--- config.mk ---
export PLATFORM = sky130hd
export DESIGN_NAME = aofs_top
export DESIGN_NICKNAME = d
export VERILOG_FILES = /design/src/rtl/aofs_top.v /design/src/rtl/aofs_fifo.v /design/src/rtl/aofs_format.v
export VERILOG_INCLUDE_DIRS = /design/src /design/src/common
export SDC_FILE = /design/constraint.sdc
export NUM_CORES = 1
export LEC_CHECK = 0
export ABC_AREA = 1
export BUFFER_PORTS_ARGS = -buffer_cell sky130_fd_sc_hd__buf_4
export CAP_MARGIN = 10
export CORE_ASPECT_RATIO = 2
export CORE_UTILIZATION = 47
export CTS_CLUSTER_SIZE = 14
export DETAILED_ROUTE_END_ITERATION = 6
export RECOVER_POWER = 50
export SETUP_SLACK_MARGIN = 0.02
export SYNTH_ARGS = -nofsm -noshare
export SYNTH_HDL_FRONTEND = slang
export SYNTH_HIERARCHICAL = 1
export SYNTH_SLANG_ARGS = --single-unit
--- constraint.sdc ---
create_clock -name clock_i -period 2.52 [get_ports clock_i]
set_input_delay 0.126 -clock clock_i [delete_from_list [all_inputs] [get_ports clock_i]]
set_output_delay 0.126 -clock clock_i [all_outputs]
set_load 0.02 [all_outputs]
--- src/common/aofs_map.vh ---
// Constants for the converter output format and strobe block
`ifndef AOFS_MAP_VH
`define AOFS_MAP_VH

// ------------------------------------------------------------------
// Data word
// ------------------------------------------------------------------
`define AOFS_WORD_W 14
`define AOFS_WORD_MSB 13
`define AOFS_WORD_RST 14'h0000

// ------------------------------------------------------------------
// Sample buffer
// ------------------------------------------------------------------
`define AOFS_FIFO_DEPTH 32
`define AOFS_FIFO_AW 5
`define AOFS_FIFO_CW 6

// ------------------------------------------------------------------
// Four-level select pin codes
// ------------------------------------------------------------------
`define AOFS_SEL_W 2
`define AOFS_SEL_GND 2'h0
`define AOFS_SEL_THIRD 2'h1
`define AOFS_SEL_TWO_THIRDS 2'h2
`define AOFS_SEL_SUPPLY 2'h3
`define AOFS_SEL_RST 2'h0

// ------------------------------------------------------------------
// Single-bit reset and set values
// ------------------------------------------------------------------
`define AOFS_BIT_RST 1'h0
`define AOFS_BIT_SET 1'h1

`endif

--- src/rtl/aofs_top.v ---
// Output format, strobe and power-down control of the sampling converter
`timescale 1ns/1ps
`include "aofs_map.vh"

// Functional notes
// - Supply select: two's complement, stabilizer off
// - Ground select: offset binary, stabilizer off
// - Two-thirds select: two's complement, stabilizer on
// - One-third select: offset binary, stabilizer on
// - Sample taken at sample clock rising edge
// - Power-down pin high stops conversion activity
// - Fourteen-bit word, bit zero is LSB
// - Output word changes at strobe falling edge
module aofs_top (
  input wire clock_i,
  input wire rst_i,
  input wire sample_clk_i,
  input wire [`AOFS_WORD_W-1:0] conv_result_i,
  input wire [`AOFS_SEL_W-1:0] format_stabilizer_select_i,
  input wire power_down_pin_i,
  output reg [`AOFS_WORD_W-1:0] sample_word_outputs_o,
  output reg data_ready_strobe_o,
  output reg duty_cycle_stabilizer_o,
  output reg core_power_down_o,
  output reg sample_overrun_o
);

  // ------------------------------------------------------------------
  // Declarations
  // ------------------------------------------------------------------
  reg sclk_reg;
  reg [`AOFS_SEL_W-1:0] select_reg;
  reg pd_reg;
  reg [`AOFS_WORD_W-1:0] cap_word_reg;
  reg cap_valid_reg;
  reg overrun_reg;
  reg strobe_next;
  wire sample_rise;
  wire strobe_fall;
  wire fifo_in_ready;
  wire [`AOFS_WORD_W-1:0] fifo_out_data;
  wire fifo_out_valid;
  wire fifo_pop;
  wire [`AOFS_WORD_W-1:0] fmt_word;
  wire fmt_stab;

  // ------------------------------------------------------------------
  // Pin sampling
  // ------------------------------------------------------------------
  always @(posedge clock_i or posedge rst_i) begin
    if (rst_i) begin
      sclk_reg <= `AOFS_BIT_RST;
      select_reg <= `AOFS_SEL_RST;
      pd_reg <= `AOFS_BIT_RST;
    end else begin
      sclk_reg <= sample_clk_i;
      select_reg <= format_stabilizer_select_i;
      pd_reg <= power_down_pin_i;
    end
  end

  // No capture while powered down
  assign sample_rise = sample_clk_i & ~sclk_reg & ~pd_reg;

  // ------------------------------------------------------------------
  // Capture stage
  // ------------------------------------------------------------------
  // A held word waits for buffer room; a new edge while the held word still has no room is an overrun
  always @(posedge clock_i or posedge rst_i) begin
    if (rst_i) begin
      cap_word_reg <= `AOFS_WORD_RST;
      cap_valid_reg <= `AOFS_BIT_RST;
      overrun_reg <= `AOFS_BIT_RST;
    end else begin
      if (sample_rise && (!cap_valid_reg || fifo_in_ready)) begin
        cap_word_reg <= conv_result_i;
        cap_valid_reg <= `AOFS_BIT_SET;
      end else if (sample_rise) begin
        overrun_reg <= `AOFS_BIT_SET;
      end else if (cap_valid_reg && fifo_in_ready) begin
        cap_valid_reg <= `AOFS_BIT_RST;
      end
      if (pd_reg) begin
        overrun_reg <= `AOFS_BIT_RST;
      end
    end
  end

  // ------------------------------------------------------------------
  // Sample buffer
  // ------------------------------------------------------------------
  aofs_fifo #(
    .WIDTH(`AOFS_WORD_W),
    .DEPTH(`AOFS_FIFO_DEPTH),
    .AW(`AOFS_FIFO_AW),
    .CW(`AOFS_FIFO_CW)
  ) u_fifo (
    .clock_i(clock_i),
    .rst_i(rst_i),
    .in_data_i(cap_word_reg),
    .in_valid_i(cap_valid_reg),
    .in_ready_o(fifo_in_ready),
    .out_data_o(fifo_out_data),
    .out_valid_o(fifo_out_valid),
    .out_ready_i(strobe_fall),
    .level_o()
  );

  // ------------------------------------------------------------------
  // Format decode
  // ------------------------------------------------------------------
  aofs_format u_format (
    .select_i(select_reg),
    .offset_word_i(fifo_out_data),
    .twos_complement_o(),
    .stabilizer_on_o(fmt_stab),
    .out_word_o(fmt_word)
  );

  // ------------------------------------------------------------------
  // Strobe generation
  // ------------------------------------------------------------------
  // Strobe follows the sample clock two cycles late, so its period matches
  always @* begin
    strobe_next = sclk_reg & ~pd_reg;
  end

  assign strobe_fall = data_ready_strobe_o & ~strobe_next;
  assign fifo_pop = strobe_fall & fifo_out_valid;

  // ------------------------------------------------------------------
  // Output registers
  // ------------------------------------------------------------------
  // Word only moves at a strobe fall, leaving it stable for the rising edge
  always @(posedge clock_i or posedge rst_i) begin
    if (rst_i) begin
      sample_word_outputs_o <= `AOFS_WORD_RST;
      data_ready_strobe_o <= `AOFS_BIT_RST;
      duty_cycle_stabilizer_o <= `AOFS_BIT_RST;
      core_power_down_o <= `AOFS_BIT_RST;
      sample_overrun_o <= `AOFS_BIT_RST;
    end else begin
      data_ready_strobe_o <= strobe_next;
      if (fifo_pop) begin
        sample_word_outputs_o <= fmt_word;
      end
      duty_cycle_stabilizer_o <= fmt_stab;
      core_power_down_o <= pd_reg;
      sample_overrun_o <= overrun_reg;
    end
  end

endmodule // aofs_top

--- src/rtl/aofs_fifo.v ---
// Sample buffer with valid/ready on both sides
`timescale 1ns/1ps
module aofs_fifo #(
  parameter WIDTH = 14,
  parameter DEPTH = 32,
  parameter AW = 5,
  parameter CW = 6
) (
  input wire clock_i,
  input wire rst_i,
  input wire [WIDTH-1:0] in_data_i,
  input wire in_valid_i,
  output wire in_ready_o,
  output wire [WIDTH-1:0] out_data_o,
  output wire out_valid_o,
  input wire out_ready_i,
  output wire [CW-1:0] level_o
);

  // ------------------------------------------------------------------
  // Storage and pointers
  // ------------------------------------------------------------------
  reg [WIDTH-1:0] mem [0:DEPTH-1];
  reg [AW-1:0] wr_ptr_reg;
  reg [AW-1:0] rd_ptr_reg;
  reg [CW-1:0] count_reg;
  wire do_push;
  wire do_pop;
  wire [CW-1:0] depth_c;

  assign depth_c = DEPTH[CW-1:0];
  assign in_ready_o = (count_reg != depth_c);
  assign out_valid_o = (count_reg != {CW{1'b0}});
  assign out_data_o = mem[rd_ptr_reg];
  assign level_o = count_reg;
  assign do_push = in_valid_i & in_ready_o;
  assign do_pop = out_valid_o & out_ready_i;

  always @(posedge clock_i) begin
    if (do_push) begin
      mem[wr_ptr_reg] <= in_data_i;
    end
  end

  // Pointers wrap naturally because depth is a power of two
  always @(posedge clock_i or posedge rst_i) begin
    if (rst_i) begin
      wr_ptr_reg <= {AW{1'b0}};
      rd_ptr_reg <= {AW{1'b0}};
      count_reg <= {CW{1'b0}};
    end else begin
      if (do_push) begin
        wr_ptr_reg <= wr_ptr_reg + 1'b1;
      end
      if (do_pop) begin
        rd_ptr_reg <= rd_ptr_reg + 1'b1;
      end
      if (do_push && !do_pop) begin
        count_reg <= count_reg + 1'b1;
      end else if (do_pop && !do_push) begin
        count_reg <= count_reg - 1'b1;
      end
    end
  end

endmodule // aofs_fifo

--- src/rtl/aofs_format.v ---
// Select-pin decoder and output word formatter
`timescale 1ns/1ps
`include "aofs_map.vh"
module aofs_format (
  input wire [`AOFS_SEL_W-1:0] select_i,
  input wire [`AOFS_WORD_W-1:0] offset_word_i,
  output reg twos_complement_o,
  output reg stabilizer_on_o,
  output wire [`AOFS_WORD_W-1:0] out_word_o
);

  // ------------------------------------------------------------------
  // Four-level decode
  // ------------------------------------------------------------------
  always @* begin
    twos_complement_o = 1'b0;
    stabilizer_on_o = 1'b0;
    case (select_i)
      `AOFS_SEL_SUPPLY: begin
        twos_complement_o = 1'b1;
        stabilizer_on_o = 1'b0;
      end
      `AOFS_SEL_GND: begin
        twos_complement_o = 1'b0;
        stabilizer_on_o = 1'b0;
      end
      `AOFS_SEL_TWO_THIRDS: begin
        twos_complement_o = 1'b1;
        stabilizer_on_o = 1'b1;
      end
      `AOFS_SEL_THIRD: begin
        twos_complement_o = 1'b0;
        stabilizer_on_o = 1'b1;
      end
      default: begin
        twos_complement_o = 1'b0;
        stabilizer_on_o = 1'b0;
      end
    endcase
  end

  // ------------------------------------------------------------------
  // Offset binary to two's complement is an MSB flip
  // ------------------------------------------------------------------
  assign out_word_o = {offset_word_i[`AOFS_WORD_MSB] ^ twos_complement_o,
                       offset_word_i[`AOFS_WORD_MSB-1:0]};

endmodule // aofs_format

==> results.toml <==
[floorplan]
start_util = 0.475
die_w_um = 154
io_pins = 38
core_um2 = 45700
rows = 111
dieArea_um2 = 47100
die_h_um = 306

[placed_design]
io_buffer_count = 37
gp_congestion = 0.879
dp_hpwl_um = 32200

[sta]
rsz0062_at_grt = "false"
tightest_slew_ps = 1980
final.min_clock_period_ps = 2310
clock_skew_ps = 12.1
hold_violations = 0
slew_violations = 359
fin_tns_setup_ps = 0
setup_violations = 0
holdWs_ps = 242
maxSlewHeadroom = -0.321
fmax_mhz = 432
min_period_over_period = 0.918

[logic_synthesis]
synth_edf_count = 448
synth_compound_area_frac = 0.0154
muxShareOfSynthArea = 0
synth.area.top_cells = "edfxtp_1 62%, nand2_1 12%, nand3_1 6.5%"
synth_cells = 2055
netlist.area_leader.share = 0.620
synth_cell_types = 34
synth_top_family_by_area = "simple AND/OR/NAND/NOR gates"
async_flop_share = 0.108
yosys_register_bits = 502
synth_commonest_cells = "705 x nand2_1, 448 x edfxtp_1, 282 x nand3_1, 257 x inv_1, 67 x buf_2"
synth_fp_nets = 2089
yosysTopAreaCell = "edfxtp_1"
netlist_area_um2 = 21700
synth_warnings = 6
synth_ff_type = "edfxtp_1"
synth_fa_ha_area_frac = 0.00842
synthSimpleGateAreaFrac = 0.212
avgSynthCellArea_um2 = 10.6
yosysMostFrequentCell = "nand2_1"
synthXorXnorAreaFrac = 0.00323
synth_seq_area_share = 0.683

[detailed_routing]
post_drt_via_cell_ratio = 5.22
first_iter_violations = 1109
totalWireLength_um = 52000
vias = 14143
drtPass1Iterations = 5
ant_nets = 0
wl_per_cell_um = 19.2
drc_errors = 0

[cells_and_area]
nNetsFinal = 2149
drive_gt1_frac = 0.0915
largest_reg_flops = 448
register_area_um2 = 14800
area_growth_syn_to_layout_pct = 11.8
multiInputGateArea_um2 = 5360
diodes = 0
fillers = 3875

[global_route]
grt.total_usage = 0.228
grt_max_degree = 115
grt_pass1_vias = 14147
grt-ovfl-total = 0
grt_pass1_wl_um = 80800
antenna_found_initial = 0

[clock_network]
cts_tree = "done"
path_clk_slew_ps = 70
cts_buffers = 43
clock-root-buffer = "clkbuf_16"
clock_sinks = 502
clkLatencyLatePin_ps = 560
htree_levels = 2
cts_buffer_depth = 3

[pwr]
p_sw_frac = 0.373
p_seq_frac = 0.405
p_int_mw = 15.5
p_switching_mw = 9.24
peakVddDrop_mv = 0.692
power_frac_comb = 0.344
clock_power_share = 0.251
leakage_nw = 10.1
p_per_area_nw_per_um2 = 1020

[critical_path]
cp.arrival_ps = 2480
critPathLaunchType = "flop"
crit_fanout = 36
cp.required_ps = 2690
critPathKind = "reg -> reg"
crit_path_end_kind = "flop"
rr_worst_depth = 7

[status]
status = "finished, violations left"
violations = "capacitance limit, slew limit"

[flow_run]
maxCapViolations = 11

[worst_hold_path]
whs_path_depth = 2
worst_hold_path_type = "in -> reg"
layer usage:
metal  wire length (µm)  vias to the layer above  GRT usage  share of wire
met3               2090                       94     0.0183          0.040
li1                   -                     6855          -              -
met5                  0                        -          0              0
met2              27700                      357      0.419           0.53
met1              19600                     6837      0.264           0.38
met4               2610                        0      0.117          0.050
layout make-up:
class / instances / share of cell area
Tap cell: 565 / 0.0291
Sequential cell: 502 / 0.611
Inverter: 264 / 0.0411
Clock buffer: 68 / 0.0512
Clock inverter: 5 / 0.00108
Multi-Input combinational cell: 1172 / 0.221
Timing Repair Buffer: 132 / 0.0459
logic make-up (layout without fill, tap and decap cells):
family          after synthesis  in the layout
flops                       502            502
buf+inv                     381            469
simple gates               1091           1091
compound gates               59             59
fa+ha+maj                    14             14
xor+xnor                      8              8
cell usage in the layout, fill, tap and decap left out, types with 2 or more instances in the layout:
cell type / n
clkbuf_4: 5
clkbuf_16: 45
clkbuf_1: 35
nand2_2: 2
clkbuf_8: 3
edfxtp_1: 448
inv_6: 2
inv_1: 257
clkinv_1: 6
ha_1: 12
xor2_1: 6
o21ai_0: 13
clkinv_2: 3
nand4_1: 28
nor3_2: 32
xnor2_1: 2
a21oi_1: 30
o211ai_1: 14
clkbuf_2: 3
buf_4: 79
nor2_1: 35
dfrtp_4: 2
nand2_1: 705
dlygate4sd3_1: 19
nand3_1: 281
buf_12: 11
nand3_2: 2
dfrtp_1: 52
worst max-delay path: stages (launching register included):
cell,delay [ps]
dfrtp_1,380
inv_1,80
nand3_1,100
inv_1,60
nand3b_1,120
nand2_2,90
buf_12,200
nor3_2,880
path summary, 6_finish.rpt:
check | startpoint | to | slack (ps)
worst max-delay path | u_fifo/level_o[0] | u_fifo/mem[19][1] | 210
worst min-delay path | format_stabilizer_select_i[0] | select_reg[0] | 240
worst max register to register | u_fifo/level_o[0] | u_fifo/mem[19][1] | 210
worst min register to register | overrun_reg | sample_overrun_o | 410
max in group asynchronous | rst_i | cap_word_reg[6] | 1500
min in group asynchronous | rst_i | u_fifo/level_o[4] | 280
power by group through the flow:
stage               clock network, mW  registers, mW  logic (mW)
floorplan                           0           10.4        5.70
global placement                    0           10.2        8.45
detailed placement                  0           10.2        8.54
CTS                              6.33           10.0        8.60
global route                     6.59           10.1        9.42
finish                           6.23           10.0        8.52
what timing repair did:
action / 4_1_cts / 5_1_grt
gates resized for setup: 0 / 3
buffers inserted: 0 / 1
endpoints found under the hold margin: 72 / 0
setup endpoints to repair: 0 / 3
hold buffers: 19 / 0
stage by stage:
stage,std cells,cell area (µm²),power [mW],setup WS [ps],utilization
2_1_floorplan,2055,21700,16.1,145,-
3_3_place_gp,2614,22800,18.6,57.9,0.500
3_5_place_dp,2614,22800,18.7,48.2,0.500
4_1_cts,2706,24300,24.9,35.6,0.532
5_1_grt,2708,24300,26.1,19.3,0.531
6_report,2708,24300,24.8,207,0.531
(Power assumes the default switching activity.)
